`src/serial_shift_pkg.sv`:
```
package serial_shift_pkg;

   localparam int SHIFT_W = 8;
   localparam int CNT_W = 4;
   localparam int RX_FIFO_DEPTH = 16;

   localparam logic [SHIFT_W-1:0] SHIFT_RESET = 8'h00;
   localparam logic [CNT_W-1:0] CNT_RESET = 4'h0;
   localparam logic [CNT_W-1:0] CNT_ONE = 4'h1;
   localparam logic [CNT_W-1:0] CNT_MAX = 4'hf;
   localparam logic FLAG_RESET = 1'b0;
   localparam logic LATCH_RESET = 1'b0;
   localparam logic SCK_IDLE = 1'b0;

   localparam int SYNC_STAGES = 2;
   localparam int LINK_CLK_PERIOD_NS = 320;

   typedef struct packed {
      logic di;
      logic sck;
   } pin_in_t;

   typedef struct packed {
      logic do_o;
      logic sda_o;
      logic sda_oe_n;
      logic sck_o;
      logic sck_oe_n;
   } pin_out_t;

   typedef struct packed {
      logic ovf;
      logic start;
      logic overrun;
   } flags_t;

   localparam flags_t FLAGS_RESET = 3'h0;

   typedef enum logic [2:0] {
      LINK_IDLE = 3'b001,
      LINK_BUSY = 3'b010,
      LINK_STALL = 3'b100
   } link_state_t;

endpackage

```
`src/pin_sync.sv`:
```
`timescale 1ns/10ps
module pin_sync #(
   parameter int W = 2
) (
   input wire logic i_clk,
   input wire logic i_resetn,
   input wire logic [W-1:0] i_async,
   output logic [W-1:0] o_sync
);

   typedef struct packed {
      logic [W-1:0] stage1;
      logic [W-1:0] stage2;
   } sync_state_t;

   sync_state_t st_r;
   sync_state_t st_nxt;

   // stage1 feeds stage2 only, so metastability never reaches logic
   always_comb begin
      st_nxt = st_r;
      st_nxt.stage1 = i_async;
      st_nxt.stage2 = st_r.stage1;
   end

   always_ff @(posedge i_clk or negedge i_resetn) begin
      if (!i_resetn) begin
         st_r <= '0;
      end else begin
         st_r <= st_nxt;
      end
   end

   assign o_sync = st_r.stage2;

endmodule

```
`src/stream_fifo.sv`:
```
`timescale 1ns/10ps
module stream_fifo #(
   parameter int W = 8,
   parameter int DEPTH = 16
) (
   input wire logic i_clk,
   input wire logic i_resetn,
   input wire logic [W-1:0] i_in_data,
   input wire logic i_in_valid,
   output logic o_in_ready,
   output logic [W-1:0] o_out_data,
   output logic o_out_valid,
   input wire logic i_out_ready
);

   localparam int AW = $clog2(DEPTH);

   typedef struct packed {
      logic [DEPTH-1:0][W-1:0] mem;
      logic [AW-1:0] wp;
      logic [AW-1:0] rp;
      logic [AW:0] cnt;
   } fifo_state_t;

   fifo_state_t st_r;
   fifo_state_t st_nxt;
   logic push;
   logic pop;

   assign o_in_ready = (st_r.cnt != (AW+1)'(DEPTH));
   assign o_out_valid = (st_r.cnt != '0);
   assign o_out_data = st_r.mem[st_r.rp];
   assign push = i_in_valid && o_in_ready;
   assign pop = o_out_valid && i_out_ready;

   always_comb begin
      st_nxt = st_r;
      if (push) begin
         st_nxt.mem[st_r.wp] = i_in_data;
         st_nxt.wp = st_r.wp + 1'b1;
      end
      if (pop) begin
         st_nxt.rp = st_r.rp + 1'b1;
      end
      if (push && !pop) begin
         st_nxt.cnt = st_r.cnt + 1'b1;
      end else if (pop && !push) begin
         st_nxt.cnt = st_r.cnt - 1'b1;
      end
   end

   always_ff @(posedge i_clk or negedge i_resetn) begin
      if (!i_resetn) begin
         st_r <= '0;
      end else begin
         st_r <= st_nxt;
      end
   end

endmodule

```
`src/universal_serial_unit.sv`:
```
// Function
// - an 8-bit shift register holds incoming and outgoing bits and is read and written directly.
// - a 16-entry receive fifo keeps each byte completed without a cpu shift write; when full a master holds its clock,
// while a slave drops the byte, flags overrun, and further shifting overwrites the shift register itself.
// - the top bit of the shift register drives one of two output pins chosen by the wire mode.
// - a latch moves the output change to the clock edge opposite the input sampling edge.
// - serial input is always sampled from the serial data input pin in every configuration.
// - a 4-bit bit counter can be read and written directly.
// - a counter overflow can raise an interrupt request.
// - shift register and counter are clocked together from one clock source.
// - two-wire synchronous transfer works as master or as slave.
// - three-wire synchronous transfer works as master or as slave.
// - in two-wire mode a start condition is detected and can raise an interrupt.
// - the unit can wake the processor from idle, and in two-wire mode from every sleep mode.
`timescale 1ns/10ps
module universal_serial_unit (
   input wire logic i_clk,
   input wire logic i_resetn,
   input wire logic i_two_wire,
   input wire logic i_master,
   input wire logic i_tick,
   input wire logic i_shift_wr,
   input wire logic [7:0] i_shift_wdata,
   output logic [7:0] o_shift_rdata,
   input wire logic i_cnt_wr,
   input wire logic [3:0] i_cnt_wdata,
   output logic [3:0] o_cnt_rdata,
   input wire logic i_ovf_clr,
   input wire logic i_start_clr,
   input wire logic i_overrun_clr,
   output logic o_ovf_irq,
   output logic o_start_irq,
   output logic o_overrun,
   output logic o_wake_idle,
   output logic o_wake_deep,
   output logic [2:0] o_link_state,
   input wire serial_shift_pkg::pin_in_t i_pins,
   output serial_shift_pkg::pin_out_t o_pins,
   output logic [7:0] o_rx_data,
   output logic o_rx_valid,
   input wire logic i_rx_ready
);

   typedef struct packed {
      logic prev_sck;
      logic prev_di;
      logic [serial_shift_pkg::SHIFT_W-1:0] shift;
      logic [serial_shift_pkg::CNT_W-1:0] count;
      logic out_latch;
      logic sck_level;
      serial_shift_pkg::flags_t flags;
      serial_shift_pkg::link_state_t link;
   } core_state_t;

   function automatic logic rose(input logic prev, input logic cur);
      rose = !prev && cur;
   endfunction

   function automatic logic fell(input logic prev, input logic cur);
      fell = prev && !cur;
   endfunction

   core_state_t st_r;
   core_state_t st_nxt;
   serial_shift_pkg::pin_in_t pins_s;
   logic rise_evt;
   logic fall_evt;
   logic scl_now;
   logic start_evt;
   logic wrap_evt;
   logic push;
   logic fifo_ready;
   logic [7:0] shifted;

   pin_sync #(
      .W(2)
   ) u_sync (
      .i_clk(i_clk),
      .i_resetn(i_resetn),
      .i_async(i_pins),
      .o_sync(pins_s)
   );

   // master makes its clock from i_tick and waits on a full fifo; a slave cannot be held off
   always_comb begin
      if (i_master) begin
         rise_evt = i_tick && !st_r.sck_level && fifo_ready;
         fall_evt = i_tick && st_r.sck_level;
         scl_now = st_r.sck_level;
      end else begin
         rise_evt = rose(st_r.prev_sck, pins_s.sck);
         fall_evt = fell(st_r.prev_sck, pins_s.sck);
         scl_now = pins_s.sck;
      end
   end

   // sda falling while scl is high and steady; the data pin doubles as sda
   assign start_evt = i_two_wire && scl_now && (i_master || st_r.prev_sck)
      && fell(st_r.prev_di, pins_s.di);
   assign shifted = {st_r.shift[6:0], pins_s.di};
   assign wrap_evt = rise_evt && !i_cnt_wr && (st_r.count == serial_shift_pkg::CNT_MAX);
   assign push = wrap_evt && !i_shift_wr;

   always_comb begin
      st_nxt = st_r;
      st_nxt.prev_sck = pins_s.sck;
      st_nxt.prev_di = pins_s.di;
      if (i_master) begin
         if (rise_evt || fall_evt) begin
            st_nxt.sck_level = !st_r.sck_level;
         end
      end else begin
         st_nxt.sck_level = serial_shift_pkg::SCK_IDLE;
      end
      // one shift clock moves data and counter together
      if (i_shift_wr) begin
         st_nxt.shift = i_shift_wdata;
      end else if (rise_evt) begin
         st_nxt.shift = shifted;
      end
      if (i_cnt_wr) begin
         st_nxt.count = i_cnt_wdata;
      end else if (rise_evt) begin
         st_nxt.count = st_r.count + serial_shift_pkg::CNT_ONE;
      end
      // a cpu write presents the new top bit at once so the first bit is ready
      if (i_shift_wr) begin
         st_nxt.out_latch = i_shift_wdata[7];
      end else if (fall_evt) begin
         st_nxt.out_latch = st_r.shift[7];
      end
      // the set term is evaluated last so a clear in the same cycle loses
      if (i_ovf_clr) begin
         st_nxt.flags.ovf = 1'b0;
      end
      if (wrap_evt) begin
         st_nxt.flags.ovf = 1'b1;
      end
      if (i_start_clr) begin
         st_nxt.flags.start = 1'b0;
      end
      if (start_evt) begin
         st_nxt.flags.start = 1'b1;
      end
      if (i_overrun_clr) begin
         st_nxt.flags.overrun = 1'b0;
      end
      if (push && !fifo_ready) begin
         st_nxt.flags.overrun = 1'b1;
      end
      case (st_r.link)
         serial_shift_pkg::LINK_IDLE: begin
            // a refused first tick holds the clock just as one in mid-byte does
            if (i_master && i_tick && !st_r.sck_level && !fifo_ready) begin
               st_nxt.link = serial_shift_pkg::LINK_STALL;
            end else if (rise_evt || fall_evt) begin
               st_nxt.link = serial_shift_pkg::LINK_BUSY;
            end
         end
         serial_shift_pkg::LINK_BUSY: begin
            if (i_master && i_tick && !fifo_ready) begin
               st_nxt.link = serial_shift_pkg::LINK_STALL;
            end else if (wrap_evt) begin
               st_nxt.link = serial_shift_pkg::LINK_IDLE;
            end
         end
         serial_shift_pkg::LINK_STALL: begin
            if (fifo_ready) begin
               st_nxt.link = serial_shift_pkg::LINK_BUSY;
            end
         end
         default: begin
            st_nxt.link = serial_shift_pkg::LINK_IDLE;
         end
      endcase
   end

   always_ff @(posedge i_clk or negedge i_resetn) begin
      if (!i_resetn) begin
         st_r.prev_sck <= 1'b0;
         st_r.prev_di <= 1'b0;
         st_r.shift <= serial_shift_pkg::SHIFT_RESET;
         st_r.count <= serial_shift_pkg::CNT_RESET;
         st_r.out_latch <= serial_shift_pkg::LATCH_RESET;
         st_r.sck_level <= serial_shift_pkg::SCK_IDLE;
         st_r.flags <= serial_shift_pkg::FLAGS_RESET;
         st_r.link <= serial_shift_pkg::LINK_IDLE;
      end else begin
         st_r <= st_nxt;
      end
   end

   // completed words are copied out; the shift register itself stays unbuffered
   stream_fifo #(
      .W(serial_shift_pkg::SHIFT_W),
      .DEPTH(serial_shift_pkg::RX_FIFO_DEPTH)
   ) u_rx_fifo (
      .i_clk(i_clk),
      .i_resetn(i_resetn),
      .i_in_data(shifted),
      .i_in_valid(push),
      .o_in_ready(fifo_ready),
      .o_out_data(o_rx_data),
      .o_out_valid(o_rx_valid),
      .i_out_ready(i_rx_ready)
   );

   // two-wire pins are open drain: only a low is ever driven
   always_comb begin
      o_pins.sda_o = 1'b0;
      if (i_two_wire) begin
         o_pins.do_o = 1'b0;
         o_pins.sda_oe_n = st_r.out_latch;
         o_pins.sck_o = 1'b0;
         o_pins.sck_oe_n = !i_master || st_r.sck_level;
      end else begin
         o_pins.do_o = st_r.out_latch;
         o_pins.sda_oe_n = 1'b1;
         o_pins.sck_o = st_r.sck_level;
         o_pins.sck_oe_n = !i_master;
      end
   end

   assign o_shift_rdata = st_r.shift;
   assign o_cnt_rdata = st_r.count;
   assign o_ovf_irq = st_r.flags.ovf;
   assign o_start_irq = st_r.flags.start;
   assign o_overrun = st_r.flags.overrun;
   assign o_wake_idle = st_r.flags.ovf || st_r.flags.start;
   assign o_wake_deep = i_two_wire && st_r.flags.start;
   assign o_link_state = st_r.link;
endmodule

```
`config.mk`:
```
export PLATFORM = sky130hd
export DESIGN_NAME = universal_serial_unit
export DESIGN_NICKNAME = d
export VERILOG_FILES = /design/src/serial_shift_pkg.sv /design/src/pin_sync.sv /design/src/stream_fifo.sv /design/src/universal_serial_unit.sv
export SDC_FILE = /design/constraint.sdc
export NUM_CORES = 1
export LEC_CHECK = 0
export ABC_AREA = 1
export BUFFER_PORTS_ARGS = -buffer_cell sky130_fd_sc_hd__buf_4
export CAP_MARGIN = 10
export CELL_PAD_IN_SITES_DETAIL_PLACEMENT = 0
export CELL_PAD_IN_SITES_GLOBAL_PLACEMENT = 1
export CORE_UTILIZATION = 49
export DETAILED_ROUTE_END_ITERATION = 8
export GPL_TIMING_DRIVEN = 0
export PLACE_DENSITY = 0.87
export SETUP_SLACK_MARGIN = 0.4
export SLEW_MARGIN = 10
export SYNTH_ARGS = -nofsm -noshare
export SYNTH_HDL_FRONTEND = slang
export SYNTH_HIERARCHICAL = 1
export SYNTH_SLANG_ARGS = --single-unit
```
`constraint.sdc`:
```
create_clock -name i_clk -period 6 [get_ports i_clk]
set_input_delay 0.9 -clock i_clk [delete_from_list [all_inputs] [get_ports i_clk]]
set_output_delay 0.9 -clock i_clk [all_outputs]
set_load 0.05 [all_outputs]
```
* Yosys cells after proc, flatten, opt, wreduce, memory -nomap -nowiden
Cells that the tools add are included.
Storage, ports and cells: bits in registers 167, word-level logic and storage cells 126
Cells by class: $add $sub $neg 5, magnitude comparators 3, equality and inequality tests 9, multiplexer cells 32, reduce and logical (&&, ||, !) cells 46
Operators with widths (count):
- $bwmux 128 | 1
- $bmux 8 s4 | 1
- $demux 8 s4 | 1
- $mux 8 | 4
- $logic_and 1x1->1 | 23
- $mux 3 | 6
- $mux 1 | 14
- $reduce_bool 2->1 | 7
- $add 4x1->4 const B | 3
- $logic_not 1->1 | 10
- $lt 4x5->1 const B | 2
- $mux 5 | 2
- $pmux 3 s3 | 1
- $mux 4 | 2
- $ne 3x3->1 const B | 2
- $add 5x1->5 const B | 1
- $ne 5x5->1 const B | 1
- $reduce_bool 5->1 | 1
- $sub 5x1->5 const B | 1
- $eq 4x4->1 const B | 1
- $ge 4x1->1 const B | 1
- $logic_or 1x1->1 | 4
- $eq 3x1->1 const B | 1
- $eq 3x2->1 const B | 1
- 4 further kinds | 4

* Depth between registers and ports, before layout
word-level depth 12, depth in mapped cells 23

* Modules after synthesis
The synthesis kept the hierarchy.
Modules (own cells, without submodules):
- stream_fifo | instances 1, cells an instance 1071, area each 7897.6 sq um, seq. area each 3528.4 sq um
- universal_serial_unit | instances 1, cells an instance 153, area each 1290.0 sq um, seq. area each 551.8 sq um
- pin_sync | instances 1, cells an instance 4, area each 100.1 sq um, seq. area each 100.1 sq um

* Worst setup path after synthesis
OpenSTA, ideal clock, no wires.
path type register to register, from register u_rx_fifo/st_r[4] (netlist name), to register u_rx_fifo/st_r[4] (netlist name), data arrival time 3.192 ns, required time 5.935 ns, setup slack 2.743 ns, cell stages (with the launch flop) 22, path through dfrtp_1 > nand4_1 > buf_4 > buf_2 > inv_1 > nor2_1 > nand2_4 > nand2_8 > nand3_4 > nor2_4 > buf_4 > nand2_1 > inv_1 > ha_1 > inv_1 > ha_1 > or2_2 > nand2_1 > nand2_1 > nand2_1 > nand2_1 > nand2_1
Between the ends: cells in the longest elaborated chain, start to end 10
Ends and longest elaborated chain:
- from (decl) | RTL line stream_fifo.sv:25 | fifo_state_t st_r;
- from (signal assigned) | RTL line stream_fifo.sv:56 | st_r <= st_nxt;
- $ne 5x5->1 (*) | RTL line stream_fifo.sv:30 | assign o_in_ready = (st_r.cnt != (AW+1)'(DEPTH));
- net fifo_ready | RTL line universal_serial_unit.sv:72 | logic fifo_ready;
- $logic_and 1x1->1 (*) | RTL line universal_serial_unit.sv:87 | rise_evt = i_tick && !st_r.sck_level && fifo_ready;
- $mux 1 (*) | RTL line universal_serial_unit.sv:86 | if (i_master) begin
- $logic_and 1x1->1 (*) (2 in series) | RTL line universal_serial_unit.sv:101 | assign wrap_evt = rise_evt && !i_cnt_wr && (st_r.count == serial_shift_pkg::CNT_MAX);
- $logic_and 1x1->1 (*) | RTL line universal_serial_unit.sv:102 | assign push = wrap_evt && !i_shift_wr;
- net push | RTL line universal_serial_unit.sv:71 | logic push;
- $logic_and 1x1->1 (*) | RTL line stream_fifo.sv:33 | assign push = i_in_valid && o_in_ready;
- net u_rx_fifo.push | RTL line stream_fifo.sv:27 | logic push;
- $logic_not 1->1 | RTL line stream_fifo.sv:47 | end else if (pop && !push) begin
- $logic_and 1x1->1 | RTL line stream_fifo.sv:47
- $reduce_bool 2->1 (no source line)
The timed path passes the listed nets; every way through them passes the cells marked *. The select of a mux whose other input is x is not followed. A chain may end at the register's enable or synchronous reset.

* Worst setup path in the final report
Same ends and word-level chain as after synthesis.

==> results.json <==
{
  "crit_top_cell": "nand2_1",
  "dpl_cell_area_mm2": 0.01004,
  "drv_slew": 0,
  "cts_buffer_depth": 2,
  "finalNonFillerCells": 1547,
  "io_buffers": 57,
  "cp_max_fo": 11,
  "finish.instance_area_mm2": 0.01061,
  "grt_pass1_vias": 7977,
  "ys_seq_area_share_pct": 45.01,
  "grt_max_degree": 105,
  "worst_pin_slew_ns": 0.9821,
  "dp_hpwl_mm": 18.75,
  "crit_chain": "nand4_1 -> buf_4 -> buf_2 -> inv_1 -> nor2_1 -> nand2_4 -> nand2_8 -> nand3_4 -> nor2_4 -> buf_4 -> nand2_1 -> inv_1 -> ha_1 -> inv_1 -> ha_1 -> or2_2 -> nand2_1 -> nand2_1 -> nand2_1 -> nand2_1 -> nand2_1",
  "ir_drop_mv": 0.3069,
  "hold_violations": 0,
  "synth_top_area_share_pct": 44.73,
  "worstPathRequired_ns": 6.37,
  "post-route-min-period_ns": 3.834,
  "fin_util_pct": 58.09,
  "post_cts.repair.setup_buffers": 0,
  "critPathKind": "reg -> reg",
  "slew_headroom_pct": 34.53,
  "drv_cap": 0,
  "rows": 49,
  "syn_inst": 1228,
  "wirelength_mm": 27.34,
  "postCtsHoldBufs": 0,
  "power_density_mw_per_mm2": 371.9,
  "avgViaCountPerCell": 5.452,
  "synthTopCellsByArea": "dfrtp_1, nand2_1, nand4_1, nand3_1, inv_1",
  "syn-cell-area_mm2": 0.009288,
  "final.setup_skew_ns": 0.01069,
  "place_congestion": 0.8532,
  "place_inst": 1515,
  "fin_tns_setup_ns": 0,
  "synth_seq_cells": 167,
  "dieArea_mm2": 0.01951,
  "critPathMaxStageDelay_ns": 0.45,
  "hold_path_class": "reg -> reg",
  "cts.sinks": 167,
  "syn_nets": 1265,
  "drive_above_1_share_pct": 14.95,
  "die_w_um": 139.7,
  "worst-path-buf-inv": 6,
  "yosys_warnings": 6,
  "cts_tree": "yes",
  "holdPathEnd": "u_sync/o_sync[1]",
  "slowest_stage": "dfrtp_1",
  "worstRegToRegCells": 21,
  "outcome": "finished, final reports clean",
  "hold_slack_ns": 0.3503,
  "n_antenna_cell": 0,
  "crit_family": "simple AND/OR/NAND/NOR gates",
  "ant_nets": 0,
  "ios": 59,
  "track_usage_pct": 29.00,
  "fp.dieH_um": 139.7,
  "cts-root-buf": "clkbuf_16",
  "fin_crit_sh_pct": 63.89,
  "syn_to_final_growth_pct": 14.28,
  "cp.arrival_ns": 4.20,
  "htree_num_levels": 4,
  "hold_path_depth": 0,
  "cp-end-kind": "register",
  "vias": 8435,
  "cts_made_buffers": 17,
  "clkTransAtPathRegs_ns": 0.06,
  "finalNetCount": 1342,
  "rsz0062_at_grt": "no",
  "yosys.area.top_type": "dfrtp_1",
  "grt_pass1_wl_mm": 43.11,
  "drt-wirelength-per-cell_um": 17.67,
  "timing.reg2reg.setup_slack_ns": 2.17,
  "grt_overflow": 0,
  "core_mm2": 0.01827,
  "dr.pass1.iters": 5,
  "multiInputGateArea_mm2": 0.004247,
  "rr_endpoint": "u_rx_fifo/st_r[4]",
  "critPathLaunchType": "register",
  "drt_iter0_drc": 743,
  "leakage_nw": 5.531,
  "start_util_pct": 50.84,
  "ff_latch_area_mm2": 0.004180,
  "fmax_ghz": 0.2608,
  "setup_viol": 0,
  "nFillCells": 1751,
  "yosysUniqueCellTypes": 38,
  "syn_avg_cell_area_um2": 7.563,
  "hold_start": "u_sync/st_nxt[1]",
  "crit_start": "u_rx_fifo/st_r[4]",
  "ctsResizeCount": 0,
  "clk_latency_ns": 0.43,
  "antenna_found_initial": 0,
  "r2r-start": "u_rx_fifo/st_r[4]",
  "route.detailed.drc": 0
}
==> kinds of logic (layout without fill, tap and decap cells) <==
| group | count (synthesis) | count (layout) | synth area share (%) |
|---|---|---|---|
| adder cells (fa/ha/maj) | 12 | 12 | 1.697 |
| other | 1 | 1 | 0.04038 |
| AO/OA/AOI/OAI | 24 | 24 | 1.765 |
| AND/OR/NAND/NOR | 838 | 838 | 41.18 |
| XOR/XNOR | 11 | 11 | 1.037 |
| buffers and inverters | 175 | 265 | 9.268 |
| flip-flops | 167 | 167 | 45.01 |
==> area by class of cell <==
cell class                      instances  area share [%]
Tap cell                              229           2.700
Sequential cell                       167           39.38
Clock inverter                         11           1.191
Timing Repair Buffer                   58           4.362
Multi-Input combinational cell        886           40.01
Clock buffer                           21           4.244
Buffer                                 87           4.975
Inverter                               88           3.136
==> worst register-to-register path: stages (launching register included) <==
cell and delay [ns]:
dfrtp_1 0.45, nand4_1 0.17, buf_4 0.25, buf_2 0.27, inv_1 0.11, nor2_1 0.17, nand2_4 0.09, nand2_8 0.11
nand3_4 0.11, nor2_4 0.11, buf_4 0.24, nand2_1 0.19, inv_1 0.14, ha_1 0.29, inv_1 0.13, ha_1 0.35
or2_2 0.30, nand2_1 0.07, nand2_1 0.06, nand2_1 0.06, nand2_1 0.04, nand2_1 0.04
==> power by group <==
part	leakage, nW	switching, mW	internal, mW	total [mW]
combinational	2.99	1.15	0.461	1.61
sequential	2.27	0.0588	1.19	1.25
clock	0.269	0.461	0.624	1.08
total	5.53	1.67	2.28	3.95
==> placed cells by master (no fill, tap or decap), drive strengths merged, types with 5 or more instances in the layout <==
cell type / instances
dfrtp: 166
inv: 85
nor2: 79
nand4: 133
buf: 116
clkbuf: 50
ha: 11
xnor2: 5
clkinv: 8
xor2: 6
nand3: 84
o21ai: 10
nand2: 540
a22oi: 6
==> per-layer routing <==
metal  track usage, %  part of all wire [%]  vias up  routed length, um
met5                0                     0        -                  0
met4            8.444                   1.3        0                357
met3            4.646                   6.0       26               1644
met2            45.46                    46      272              12660
met1            41.47                    46     4034              12680
li1                 -                     -     4103                  -
==> Yosys cell counts (all sizes together) <==
| library cell | count |
|---|---|
| buf | 58 |
| xnor2 | 5 |
| clkbuf | 29 |
| a21oi | 2 |
| and3 | 1 |
| fa | 1 |
| dfrtp | 166 |
| a211oi | 1 |
| dfstp | 1 |
| nand2 | 540 |
| o311ai | 1 |
| conb | 1 |
| ha | 11 |
| xor2 | 6 |
| or2 | 1 |
| o211ai | 4 |
| inv | 85 |
| a22oi | 6 |
| nand4 | 133 |
| nand3 | 84 |
| clkinv | 3 |
| o21ai | 10 |
| nor2 | 79 |
==> per-stage QoR <==
step	setup WS, ns	power (mW)
finish	2.166	3.948
global route	1.788	4.146
CTS	2.143	3.946
detailed placement	2.164	2.866
global placement	2.210	2.846
floorplan	2.743	2.338
==> registers in the layout (all words and copies together), names as in the netlist <==
register        flops
u_sync/o_sync       2
o_link_state        3
o_overrun           1
o_shift_rdata       8
o_ovf_irq           1
st_r                4
u_rx_fifo/st_r    141
o_start_irq         1
o_cnt_rdata         4
u_sync/st_nxt       2
==> how the worst max path moves through the flow <==
stage / endpoint / slack, ns / cells after the start
floorplan: u_rx_fifo/st_r[4] / 2.74 / 21
global placement: u_rx_fifo/st_r[4] / 2.21 / 22
detailed placement: u_rx_fifo/st_r[4] / 2.16 / 21
CTS: u_rx_fifo/st_r[4] / 2.14 / 21
global route: u_rx_fifo/st_r[4] / 1.79 / 22
finish: u_rx_fifo/st_r[4] / 2.17 / 21
No activity file was read; power rests on OpenSTA's default activity.
